File: config.mk
export PLATFORM = sky130hd
export DESIGN_NAME = fasc_flash_ctrl
export DESIGN_NICKNAME = d
export VERILOG_FILES = /design/src/common/fasc_pkg.sv /design/src/hdl/flash_access_security_control.sv
export VERILOG_INCLUDE_DIRS = /design/src /design/src/common
export SDC_FILE = /design/constraint.sdc
export NUM_CORES = 1
export LEC_CHECK = 0
export BUFFER_PORTS_ARGS = -buffer_cell sky130_fd_sc_hd__buf_2
export CORE_MARGIN = 4
export CORE_UTILIZATION = 45
export CTS_BUF_LIST = sky130_fd_sc_hd__clkbuf_4 sky130_fd_sc_hd__clkbuf_8
export DETAILED_ROUTE_END_ITERATION = 6
export PLACE_DENSITY = 0.86
export REMOVE_ABC_BUFFERS = 1
export SLEW_MARGIN = 25
export SYNTH_ARGS = -nofsm -noshare
export SYNTH_HDL_FRONTEND = slang
export SYNTH_SLANG_ARGS = --single-unit
File: constraint.sdc
create_clock -name clk_sys -period 2.5 [get_ports clk_sys]
set_input_delay 0.5 -clock clk_sys [delete_from_list [all_inputs] [get_ports clk_sys]]
set_output_delay 0.5 -clock clk_sys [all_outputs]
set_load 0.01 [all_outputs]
File: src/common/fasc_defs.svh
// Purpose: constants for the flash access and security control block
// Assumes: 64 kB program space, 512-byte pages, 8 kB lock blocks
// Notes: definitions only
`ifndef FASC_DEFS_SVH
`define FASC_DEFS_SVH
`define FASC_SFR_STORE_CTL_ADDR 8'h8f
`define FASC_SFR_MEM_CTL_ADDR 8'hb7
`define FASC_SFR_LIMIT_ADDR 8'hb6
`define FASC_STORE_CTL_RESET 8'h00
`define FASC_MEM_CTL_RESET 8'h80
`define FASC_LIMIT_RESET 8'h00
`define FASC_STORE_CTL_MASK 8'h07
`define FASC_MEM_CTL_MASK 8'hc1
`define FASC_BIT_WREN 0
`define FASC_BIT_ERASE 1
`define FASC_BIT_SCRATCH 2
`define FASC_BIT_READ_ALWAYS 6
`define FASC_BIT_ONE_SHOT 7
`define FASC_LOCK_WE_ADDR 16'hfbfe
`define FASC_LOCK_RD_ADDR 16'hfbff
`define FASC_SEC_PAGE 7'h7d
`define FASC_RSV_BASE 16'hfc00
`define FASC_SCRATCH_MASK 16'h007f
`define FASC_ERASED_BYTE 8'hff
`define FASC_ZERO_BYTE 8'h00
`define FASC_PAGE_MSB 15
`define FASC_PAGE_LSB 9
`define FASC_BLOCK_MSB 15
`define FASC_BLOCK_LSB 13
`define FASC_ONE_SHOT_CYC 4'h3
`endif

File: src/common/fasc_pkg.sv
// Purpose: shared types of the flash access and security control block
// Assumes: nothing beyond the defines header
// Notes: states Gray coded along the usual path
`default_nettype none
package fasc_pkg;
  typedef enum logic [1:0] {
    FASC_IDLE = 2'b00,
    FASC_READ = 2'b01,
    FASC_WRITE = 2'b11,
    FASC_ERASE = 2'b10
  } fasc_state_t;
  typedef enum logic [1:0] {
    FASC_SRC_NONE = 2'b00,
    FASC_SRC_CPU = 2'b01,
    FASC_SRC_DBG = 2'b10
  } fasc_src_t;
endpackage
`default_nettype wire

File: src/hdl/flash_access_security_control.sv
// Purpose: flash access control, debug locks, access limit, control SFRs
// Assumes: one-cycle flash array; requests held until ack
// Notes: lock bytes are mirrored from the array at their fixed addresses
// Summary of operation
// - Read lock bit 0 blocks debug reads
// - Write/erase lock bit 0 blocks debug changes
// - Locked security block: writes yes, erase no
// - Upper code cannot touch flash below limit
// - Upper table read below limit returns zero
// - Lower code unrestricted; upper may execute lower
// - Limit address is register byte then 0x00
// - Limit register takes first write only
// - Limit reads zero until written
// - Debug port obeys locks for read/write/erase
// - Debug may always read locks, lock more
// - Unlocked security page erase clears all locks
// - Locked security page needs full device erase
// - Reserved area never accessible, except CPU fetches while scratchpad select is set
// - Locks ignore software; software never erases sec page
// - One-shot bit powers sense amps down; reset 1
// - Read-always bit reads every cycle
// - Software write/erase needs global enable
// - Scratchpad select steers software reads/writes
// - Erase plus write enable erases whole page
// - Write enable sends data-move writes to flash
// - Each lock bit governs one 8 kB block
// - Byte write clears bits; erase sets 0xFF
`include "fasc_defs.svh"
`default_nettype none
module fasc_flash_ctrl (
  input wire logic clk_sys,
  input wire logic rst_n,
  input wire logic sfrWe,
  input wire logic [7:0] sfrAddr,
  input wire logic [7:0] sfrWdata,
  output logic [7:0] sfrRdata,
  input wire logic cpuReq,
  input wire logic cpuWrite,
  input wire logic cpuFetch,
  input wire logic [15:0] cpuPc,
  input wire logic [15:0] cpuAddr,
  input wire logic [7:0] cpuWdata,
  output logic cpuAck,
  output logic cpuDenied,
  output logic cpuToXram,
  output logic [7:0] cpuRdata,
  input wire logic dbgReq,
  input wire logic [1:0] dbgOp,
  input wire logic [15:0] dbgAddr,
  input wire logic [7:0] dbgWdata,
  output logic dbgAck,
  output logic dbgDenied,
  output logic [7:0] dbgRdata,
  output logic flashRead,
  output logic flashWrite,
  output logic flashPageErase,
  output logic flashMassErase,
  output logic flashScratch,
  output logic [15:0] flashAddr,
  output logic [7:0] flashWdata,
  input wire logic [7:0] flashRdata,
  output logic senseAmpOff,
  output logic [15:0] accessLimitAddress
);
  // ----------------------------------------------------------------
  // Helpers
  // ----------------------------------------------------------------
  function automatic logic lockBit(input logic [7:0] lb,
                                   input logic [15:0] a);
    lockBit = lb[a[`FASC_BLOCK_MSB:`FASC_BLOCK_LSB]];
  endfunction
  function automatic logic secPage(input logic [15:0] a);
    secPage = a[`FASC_PAGE_MSB:`FASC_PAGE_LSB] == `FASC_SEC_PAGE;
  endfunction
  function automatic logic isLockAddr(input logic [15:0] a);
    isLockAddr = a == `FASC_LOCK_WE_ADDR || a == `FASC_LOCK_RD_ADDR;
  endfunction

  // ----------------------------------------------------------------
  // Control registers
  // ----------------------------------------------------------------
  logic [7:0] storeCtlQ;
  logic [7:0] memCtlQ;
  logic [7:0] limitQ;
  logic limitDoneQ;
  logic [7:0] rdLockQ;
  logic [7:0] weLockQ;
  fasc_pkg::fasc_state_t stateQ;
  fasc_pkg::fasc_src_t srcQ;
  logic [3:0] oneShotQ;

  always_ff @(posedge clk_sys or negedge rst_n) begin
    if (!rst_n) begin
      storeCtlQ <= `FASC_STORE_CTL_RESET;
      memCtlQ <= `FASC_MEM_CTL_RESET;
    end else if (sfrWe) begin
      if (sfrAddr == `FASC_SFR_STORE_CTL_ADDR) begin
        storeCtlQ <= sfrWdata & `FASC_STORE_CTL_MASK;
      end else if (sfrAddr == `FASC_SFR_MEM_CTL_ADDR) begin
        memCtlQ <= sfrWdata & `FASC_MEM_CTL_MASK;
      end
    end
  end

  // Only the first write after reset lands; no software path reopens it
  always_ff @(posedge clk_sys or negedge rst_n) begin
    if (!rst_n) begin
      limitQ <= `FASC_LIMIT_RESET;
      limitDoneQ <= 1'b0;
    end else if (sfrWe && sfrAddr == `FASC_SFR_LIMIT_ADDR &&
                 !limitDoneQ) begin
      limitQ <= sfrWdata;
      limitDoneQ <= 1'b1;
    end
  end

  // Registered read keeps every port on a flop; data lags one cycle
  always_ff @(posedge clk_sys or negedge rst_n) begin
    if (!rst_n) begin
      sfrRdata <= `FASC_ZERO_BYTE;
    end else if (sfrAddr == `FASC_SFR_STORE_CTL_ADDR) begin
      sfrRdata <= storeCtlQ;
    end else if (sfrAddr == `FASC_SFR_MEM_CTL_ADDR) begin
      sfrRdata <= memCtlQ;
    end else if (sfrAddr == `FASC_SFR_LIMIT_ADDR) begin
      sfrRdata <= limitQ;
    end else begin
      sfrRdata <= `FASC_ZERO_BYTE;
    end
  end

  logic [15:0] limitAddr;
  assign limitAddr = {limitQ, `FASC_ZERO_BYTE};

  // ----------------------------------------------------------------
  // Permission decode
  // ----------------------------------------------------------------
  logic wrEn;
  logic erEn;
  logic scratch;
  assign wrEn = storeCtlQ[`FASC_BIT_WREN];
  assign erEn = storeCtlQ[`FASC_BIT_ERASE];
  assign scratch = storeCtlQ[`FASC_BIT_SCRATCH];

  logic cpuUpper;
  logic cpuBelow;
  logic cpuRsv;
  logic cpuFlashWr;
  logic cpuErase;
  logic cpuOk;
  always_comb begin
    cpuUpper = cpuPc >= limitAddr;
    cpuBelow = cpuAddr < limitAddr;
    cpuRsv = !scratch && cpuAddr >= `FASC_RSV_BASE;
    cpuFlashWr = cpuWrite && wrEn;
    cpuErase = cpuFlashWr && erEn;
    cpuOk = 1'b1;
    // A write never takes the fetch path, so it cannot skip the checks
    if (cpuFetch && !cpuWrite) begin
      cpuOk = !cpuRsv;
    end else if (cpuRsv) begin
      cpuOk = 1'b0;
    end else if (cpuUpper && cpuBelow && !scratch) begin
      cpuOk = 1'b0;
    end else if (cpuFlashWr && !memCtlQ[`FASC_BIT_WREN]) begin
      cpuOk = 1'b0;
    end else if (cpuErase && !scratch && secPage(cpuAddr)) begin
      cpuOk = 1'b0;
    end
  end

  logic dbgRsv;
  logic dbgSecLocked;
  logic dbgOk;
  logic dbgMass;
  always_comb begin
    dbgRsv = dbgAddr >= `FASC_RSV_BASE;
    dbgSecLocked = !lockBit(weLockQ, `FASC_LOCK_WE_ADDR);
    dbgMass = 1'b0;
    dbgOk = 1'b0;
    if (dbgRsv) begin
      dbgOk = 1'b0;
    end else if (dbgOp == 2'b00) begin
      dbgOk = isLockAddr(dbgAddr) || lockBit(rdLockQ, dbgAddr);
    end else if (dbgOp == 2'b01) begin
      // Writes only clear bits, so a lock byte write only locks more
      dbgOk = isLockAddr(dbgAddr) || lockBit(weLockQ, dbgAddr);
    end else if (isLockAddr(dbgAddr) && dbgSecLocked) begin
      dbgOk = 1'b1;
      dbgMass = 1'b1;
    end else begin
      dbgOk = lockBit(weLockQ, dbgAddr);
    end
  end

  // ----------------------------------------------------------------
  // Access sequencer
  // ----------------------------------------------------------------
  // CPU wins a tie; the debug request simply waits a turn
  always_ff @(posedge clk_sys or negedge rst_n) begin
    if (!rst_n) begin
      stateQ <= fasc_pkg::FASC_IDLE;
      srcQ <= fasc_pkg::FASC_SRC_NONE;
      cpuAck <= 1'b0;
      cpuDenied <= 1'b0;
      cpuToXram <= 1'b0;
      cpuRdata <= `FASC_ZERO_BYTE;
      dbgAck <= 1'b0;
      dbgDenied <= 1'b0;
      dbgRdata <= `FASC_ZERO_BYTE;
      flashRead <= 1'b0;
      flashWrite <= 1'b0;
      flashPageErase <= 1'b0;
      flashMassErase <= 1'b0;
      flashScratch <= 1'b0;
      flashAddr <= 16'h0000;
      flashWdata <= `FASC_ZERO_BYTE;
    end else begin
      cpuAck <= 1'b0;
      dbgAck <= 1'b0;
      flashWrite <= 1'b0;
      flashPageErase <= 1'b0;
      flashMassErase <= 1'b0;
      flashRead <= memCtlQ[`FASC_BIT_READ_ALWAYS];
      case (stateQ)
        fasc_pkg::FASC_IDLE: begin
          if (cpuReq && !cpuAck) begin
            cpuDenied <= 1'b0;
            cpuToXram <= 1'b0;
            if (cpuWrite && !wrEn) begin
              cpuAck <= 1'b1;
              cpuToXram <= 1'b1;
            end else if (!cpuOk) begin
              cpuAck <= 1'b1;
              cpuDenied <= 1'b1;
              cpuRdata <= `FASC_ZERO_BYTE;
            end else begin
              srcQ <= fasc_pkg::FASC_SRC_CPU;
              flashScratch <= scratch && !cpuFetch;
              flashAddr <= (scratch && !cpuFetch) ?
                           (cpuAddr & `FASC_SCRATCH_MASK) : cpuAddr;
              flashWdata <= cpuWdata;
              if (cpuErase) begin
                flashPageErase <= 1'b1;
                stateQ <= fasc_pkg::FASC_ERASE;
              end else if (cpuWrite) begin
                flashWrite <= 1'b1;
                stateQ <= fasc_pkg::FASC_WRITE;
              end else begin
                flashRead <= 1'b1;
                stateQ <= fasc_pkg::FASC_READ;
              end
            end
          end else if (dbgReq && !dbgAck) begin
            dbgDenied <= 1'b0;
            if (!dbgOk) begin
              dbgAck <= 1'b1;
              dbgDenied <= 1'b1;
              dbgRdata <= `FASC_ZERO_BYTE;
            end else begin
              srcQ <= fasc_pkg::FASC_SRC_DBG;
              flashScratch <= 1'b0;
              flashAddr <= dbgAddr;
              flashWdata <= dbgWdata;
              if (dbgOp == 2'b00) begin
                flashRead <= 1'b1;
                stateQ <= fasc_pkg::FASC_READ;
              end else if (dbgOp == 2'b01) begin
                flashWrite <= 1'b1;
                stateQ <= fasc_pkg::FASC_WRITE;
              end else begin
                flashPageErase <= !dbgMass;
                flashMassErase <= dbgMass;
                stateQ <= fasc_pkg::FASC_ERASE;
              end
            end
          end
        end
        fasc_pkg::FASC_READ: begin
          if (srcQ == fasc_pkg::FASC_SRC_CPU) begin
            cpuAck <= 1'b1;
            cpuRdata <= flashRdata;
          end else begin
            dbgAck <= 1'b1;
            dbgRdata <= flashRdata;
          end
          stateQ <= fasc_pkg::FASC_IDLE;
        end
        fasc_pkg::FASC_WRITE,
        fasc_pkg::FASC_ERASE: begin
          if (srcQ == fasc_pkg::FASC_SRC_CPU) begin
            cpuAck <= 1'b1;
          end else begin
            dbgAck <= 1'b1;
          end
          stateQ <= fasc_pkg::FASC_IDLE;
        end
        default: begin
          stateQ <= fasc_pkg::FASC_IDLE;
        end
      endcase
    end
  end

  // ----------------------------------------------------------------
  // Lock byte mirror
  // ----------------------------------------------------------------
  // Erased flash reads 0xFF, so after reset every block starts open
  always_ff @(posedge clk_sys or negedge rst_n) begin
    if (!rst_n) begin
      rdLockQ <= `FASC_ERASED_BYTE;
      weLockQ <= `FASC_ERASED_BYTE;
    end else if (flashMassErase ||
                 (flashPageErase && !flashScratch &&
                  secPage(flashAddr))) begin
      rdLockQ <= `FASC_ERASED_BYTE;
      weLockQ <= `FASC_ERASED_BYTE;
    end else if (flashWrite && !flashScratch) begin
      if (flashAddr == `FASC_LOCK_RD_ADDR) begin
        rdLockQ <= rdLockQ & flashWdata;
      end else if (flashAddr == `FASC_LOCK_WE_ADDR) begin
        weLockQ <= weLockQ & flashWdata;
      end
    end
  end

  // ----------------------------------------------------------------
  // Sense amp one-shot and limit output
  // ----------------------------------------------------------------
  always_ff @(posedge clk_sys or negedge rst_n) begin
    if (!rst_n) begin
      oneShotQ <= 4'h0;
      senseAmpOff <= 1'b0;
      accessLimitAddress <= 16'h0000;
    end else begin
      accessLimitAddress <= limitAddr;
      if (flashRead) begin
        oneShotQ <= `FASC_ONE_SHOT_CYC;
        senseAmpOff <= 1'b0;
      end else if (oneShotQ != 4'h0) begin
        oneShotQ <= oneShotQ - 4'h1;
      end else begin
        senseAmpOff <= memCtlQ[`FASC_BIT_ONE_SHOT];
      end
    end
  end
endmodule
`default_nettype wire

# After elaboration in Yosys (flattened, before gate mapping)
# Index checks and enable logic that the tools add are counted.
[classes] n_mux=118 add_sub_neg=1 eq_ne=30 n_bitwise=4 n_lt_le_gt_ge=5 reduce_logical=56
[op_table] operator="8-bit 2-to-1 mux" count=23
[op_table] operator="16-bit 2-to-1 mux" count=6
[op_table] operator="1-bit 2-to-1 mux" count=67
[op_table] operator="16-bit equality test, second input constant" count=4
[op_table] operator="16-bit greater-or-equal comparator, second input constant" count=2
[op_table] operator="8-bit one-hot mux with 2 select lines" count=2
[op_table] operator="2-bit 2-to-1 mux" count=13
[op_table] operator="8-bit equality test, second input constant" count=3
[op_table] operator="2-bit != test, second input constant" count=12
[op_table] operator="1-bit logical AND" count=19
[op_table] operator="8-bit AND" count=2
[op_table] operator="16-bit greater-or-equal comparator" count=1
[op_table] operator="16-bit less-than comparator" count=1
[op_table] operator="5-bit AND reduction" count=3
[op_table] operator="7-bit equality test, second input constant" count=2
[op_table] operator="2-bit nonzero test" count=7
[op_table] operator="1-bit logical NOT" count=12
[op_table] operator="3-bit != test, second input constant" count=4
[op_table] operator="3-bit AND reduction" count=3
[op_table] operator="4-bit 2-to-1 mux" count=2
[op_table] operator="1-bit binary-select mux with 3-bit select" count=2
[op_table] operator="2-bit by 1-bit equality test with 1-bit output, second input constant" count=3
[op_table] operator="2-bit AND reduction" count=3
[op_table] operator="2-bit equality test, second input constant" count=2
[op_table] operator="other kinds (10)" count=16
[word_totals] inputBits=97 word_cells=240 regBits=106 out_inout_bits=75

# Longest topological paths before layout
[logic_depth] word_depth=14 depth_mapped=10 mapped_depth_nobuf=8

# Least setup slack after synthesis
# No wires, ideal clock.
[synth_path] path_type="input to register" startpoint="in cpuAddr[13]" endpoint="reg cpuRdata[0]" stages=8 arrival_time_ps=2321 n_path_buf=1 required_time_ps=2357 slack_ps=36 setup_time_ps=143 cell_sequence="ha_1 > a211oi_1 > nor2_1 > a2111oi_0 > o211ai_1 > clkbuf_1 > a21boi_1 > o22ai_1"
[synth_via] elab_chain_cells=9 elab_cells_between_ends=15 cone_classes="order compare: 2; eq/ne: 2; mux: 5; reduce/logical: 6"
[synth_lines] item="from (decl)" line="flash_access_security_control.sv:41" text="input wire logic [15:0] cpuAddr,"
[synth_lines] item="parallel branches: the longest is 6 deep, another holds 16-bit less-than comparator"
[synth_lines] item="1-bit 2-to-1 mux *" line="flash_access_security_control.sv:159" text="if (cpuFetch && !cpuWrite) begin"
[synth_lines] item="2-bit != test (no source line) *"
[synth_lines] item="5-bit AND reduction (no source line) *"
[synth_lines] item="to (signal assigned)" line="flash_access_security_control.sv:207" text="cpuRdata <= `FASC_ZERO_BYTE;"
[synth_lines] item="to (signal assigned)" line="flash_access_security_control.sv:236" text="cpuRdata <= `FASC_ZERO_BYTE;"
[synth_lines] item="to (signal assigned)" line="flash_access_security_control.sv:282" text="cpuRdata <= flashRdata;"
[synth_lines] item="to (decl)" line="flash_access_security_control.sv:46" text="output logic [7:0] cpuRdata,"
# Mark *: on every way between the ends.
# A chain may end at the register's enable or synchronous reset.

# Final worst setup path
[layout_path] startpoint="reg limitQ[5]" endpoint="reg flashAddr[13]"
[layout_via] elab_chain_cells=8 elab_cells_between_ends=9 cone_classes="order compare: 2; eq/ne: 1; mux: 3; reduce/logical: 3"
[layout_lines] item="from (decl)" line="flash_access_security_control.sv:84" text="logic [7:0] limitQ;"
[layout_lines] item="from (signal assigned)" line="flash_access_security_control.sv:108" text="limitQ <= `FASC_LIMIT_RESET;"
[layout_lines] item="from (signal assigned)" line="flash_access_security_control.sv:112" text="limitQ <= sfrWdata;"
[layout_lines] item="16-bit greater-or-equal comparator or 16-bit less-than comparator (tied branches)" line="flash_access_security_control.sv:152, flash_access_security_control.sv:153"
[layout_lines] item="1-bit logical AND * (2 in series)" line="flash_access_security_control.sv:163" text="end else if (cpuUpper && cpuBelow && !scratch) begin"
[layout_lines] item="1-bit 2-to-1 mux *" line="flash_access_security_control.sv:163"
[layout_lines] item="1-bit 2-to-1 mux *" line="flash_access_security_control.sv:161" text="end else if (cpuRsv) begin"
[layout_lines] item="1-bit 2-to-1 mux *" line="flash_access_security_control.sv:159"
[layout_lines] item="2-bit != test (no source line) *"
[layout_lines] item="5-bit AND reduction (no source line) *"
[layout_lines] item="to (signal assigned)" line="flash_access_security_control.sv:240" text="flashAddr <= (scratch && !cpuFetch) ?"
[layout_lines] item="to (signal assigned)" line="flash_access_security_control.sv:263" text="flashAddr <= dbgAddr;"
[layout_lines] item="to (decl)" line="flash_access_security_control.sv:59" text="output logic [15:0] flashAddr,"
# Every way passes the cells marked *; elsewhere a longest branch is shown, timed or not.

==> results.sh <==
export IMPL_outcome="completed"
export IMPL_cp_required_ps=2750
export IMPL_avgRoutedWirePerCell_um=18.9
export IMPL_post_route_util=0.588
export IMPL_ys_seq_area_frac=0.504
export IMPL_tns_ps=0
export IMPL_fp_coreArea_mm2=0.0115
export IMPL_cts_buffers=9
export IMPL_cts_tree="done"
export IMPL_worst_pin_slew_ps=708
export IMPL_place_inst=821
export IMPL_grt_first_pass_wirelength_mm=24.6
export IMPL_numPortBuffers=163
export IMPL_p_clk_frac=0.224
export IMPL_met3_usage=0.0601
export IMPL_drtIter0Drc=511
export IMPL_p_int_uw=3620
export IMPL_synth_distinct_cells=56
export IMPL_rsz0062_at_grt="false"
export IMPL_clockRootBuffer="clkbuf_8"
export IMPL_synth_top_cell_by_area="dfrtp_1"
export IMPL_gp_congestion=0.908
export IMPL_period_needed_ps=2440
export IMPL_ctsHoldBuffers=0
export IMPL_wirelength_mm=15.9
export IMPL_antenna_found_initial=0
export IMPL_power_density_mw_per_mm2=831
export IMPL_initial_core_util=0.463
export IMPL_hold_path_class="in -> async"
export IMPL_synth_edff_count=0
export IMPL_use_met2=0.390
export IMPL_postSynthCellCount=508
export IMPL_combPwrFrac=0.344
export IMPL_grt_overflow_total=0
export IMPL_switchingPower_uw=1980
export IMPL_grt_use_total=0.232
export IMPL_r2r_cells=11
export IMPL_r2r_end="flashAddr[13]"
export IMPL_peakVddDrop_mv=0.442
export IMPL_vias=4904
export IMPL_drive_gt1_frac=0.413
export IMPL_max_cap_violations=0
export IMPL_vias_per_cell=5.83
export IMPL_h_tree_depth=3
export IMPL_ys_flop_type="dfrtp_1"
export IMPL_path_class="reg -> reg"
export IMPL_die_y_um=117
export IMPL_yosysWarnings=0
export IMPL_ant_nets=0
export IMPL_fin_ws_ps=63.3
export IMPL_firstDrtPassIters=5
export IMPL_dp_hpwl_mm=12.3
export IMPL_cp_arrival_ps=2690
export IMPL_crit_fanout=7
export IMPL_leakage_uw=0.00336
export IMPL_cp_end_kind="flip-flop"
export IMPL_grt_pass1_vias=4802
export IMPL_ys_async_sr_fraction=1.00
export IMPL_max_slew_margin=0.524
export IMPL_io_pins=172
export IMPL_p_sw_frac=0.354
export IMPL_nets=807
export IMPL_drc=0
export IMPL_rows=39
export IMPL_diodes=0
export IMPL_top_usage_layer="met2"
export IMPL_grtUsageMet1=0.301
export IMPL_synth_avg_cell_area_um2=10.4
export IMPL_whs_ps=106
export IMPL_area_growth_pct=27.1
export IMPL_r2r_start="limitQ[5]"
export IMPL_synth_top_cell_area_share=0.420
export IMPL_synth_seq_cells=106
export IMPL_setup_viol=0
export IMPL_finClkSkew_ps=11.7
export IMPL_synthesis_area_mm2=0.00531
export IMPL_dp_slack_ps=-149
export IMPL_grt_max_degree=47
export IMPL_ff2ff_setup_slack_ps=60
export IMPL_cp_start_kind="flip-flop"
export IMPL_final_common_cell="buf_2"
export IMPL_final_cell_mix="buf_2, dfrtp_1, nand2_1"
export IMPL_nFillCells=946
export IMPL_seqPwrFrac=0.432
export IMPL_fp_dieArea_mm2=0.0136
export IMPL_synth_area_leaders="dfrtp_1, dfstp_2, o21ai_0"
export IMPL_slew_violations=0
export IMPL_clk_insertion_delay_late_ps=380
export IMPL_fin_cells=841
export IMPL_clk_path_buf_depth=2
export IMPL_die_width_um=117
export IMPL_fmax_mhz=410
export IMPL_period_share=0.975
export IMPL_hold_viol=0
export IMPL_clock_sinks=106
export IMPL_path_clk_slew_ps=100
synthesized netlist by cell type, types with 3 or more instances:
library cell	number
dfrtp_1	89
nand2_1	51
o21ai_0	47
nand4_1	32
nand3_1	28
nor2_1	25
inv_1	20
o211ai_2	18
clkbuf_1	17
dfstp_2	17
ha_1	17
mux2_2	17
mux2i_1	12
buf_4	8
nand2b_1	8
o22ai_1	8
a21oi_1	7
buf_1	7
o211ai_1	7
nor3_1	5
and3_1	4
nand4b_1	4
nor4_1	4
and2_1	3
buf_6	3
mux4_2	3
nor2b_1	3
o2bb2ai_1	3
o31ai_1	3
or3_1	3
cells by family after synthesis:
kind of cell               Yosys count  share of synthesized area
AOI/OAI and AO/OA                  117                      0.162
xor gates and xnor gates             1                    0.00165
adders and majority gates           17                     0.0401
muxes                               32                     0.0714
buffers and inverters               57                     0.0507
other                                1                   0.000707
DFF                                106                      0.504
and+or+nand+nor                    177                      0.170
stage by stage:
stage               instance area (um^2)  power [uW]
floorplan                           5140        3430
global placement                    6440        4230
detailed placement                  6440        4340
CTS                                 6680        5590
global route                        6750        5930
finish                              6750        5600
critical path, stage by stage, from the launching register on:
cell and delay [ps]:
dfrtp_1 400, inv_2 70, ha_1 310, a211oi_1 210, nor2_1 90, a2111oi_2 310
o211ai_1 220, buf_4 220, buf_4 140, buf_4 120, nand4_1 130, o211ai_2 110
flip-flops by register name, indices dropped and copies added (netlist names), 2 cells and up:
signal	count
sfrRdata	8
cpuRdata	8
flashAddr	16
weLockQ	8
srcQ	2
storeCtlQ	3
memCtlQ	3
stateQ	2
accessLimitAddress	8
dbgRdata	8
oneShotQ	4
flashWdata	8
rdLockQ	8
limitQ	8
metal layers:
metal / share of wire / wire length [um]
met1: 0.39 / 6210
met2: 0.49 / 7790
met3: 0.098 / 1560
met4: 0.020 / 312
met5: 0 / 0
power groups by stage:
stage	sequential, uW	clock [uW]	combinational (uW)
after floorplan	2510	0	923
after global placement	2410	0	1820
after detailed placement	2430	0	1910
after CTS	2400	1280	1910
after global routing	2450	1360	2120
final	2420	1260	1930
worst max path at each step:
stage	from	to	slack [ps]	cells past startpoint
floorplan	cpuPc[8]	stateQ[1]	-1210	8
global placement	dbgAddr[13]	dbgRdata[6]	-100	8
detailed placement	dbgAddr[13]	flashAddr[0]	-150	8
CTS	limitQ[5]	cpuRdata[4]	5	10
global route	limitQ[5]	flashAddr[13]	7	11
finish	limitQ[5]	flashAddr[13]	60	11
timing repair:
item | 4_1_cts | 5_1_grt
setup buffers | 0 | 3
resized for setup | 0 | 10
endpoints found under the setup margin | 0 | 39
hold endpoints to repair | 0 | 0
layout make-up:
| type | instances | area [um^2] | area share |
|---|---|---|---|
| clock buffer | 11 | 139 | 0.0206 |
| clock inverter | 5 | 103 | 0.0152 |
| inverter | 20 | 75.1 | 0.0111 |
| multi-input combinational | 352 | 2420 | 0.359 |
| sequential | 106 | 2670 | 0.396 |
| tap | 143 | 179 | 0.0265 |
| timing repair buffer | 204 | 1150 | 0.171 |
Power figures use the tool's default switching activity.
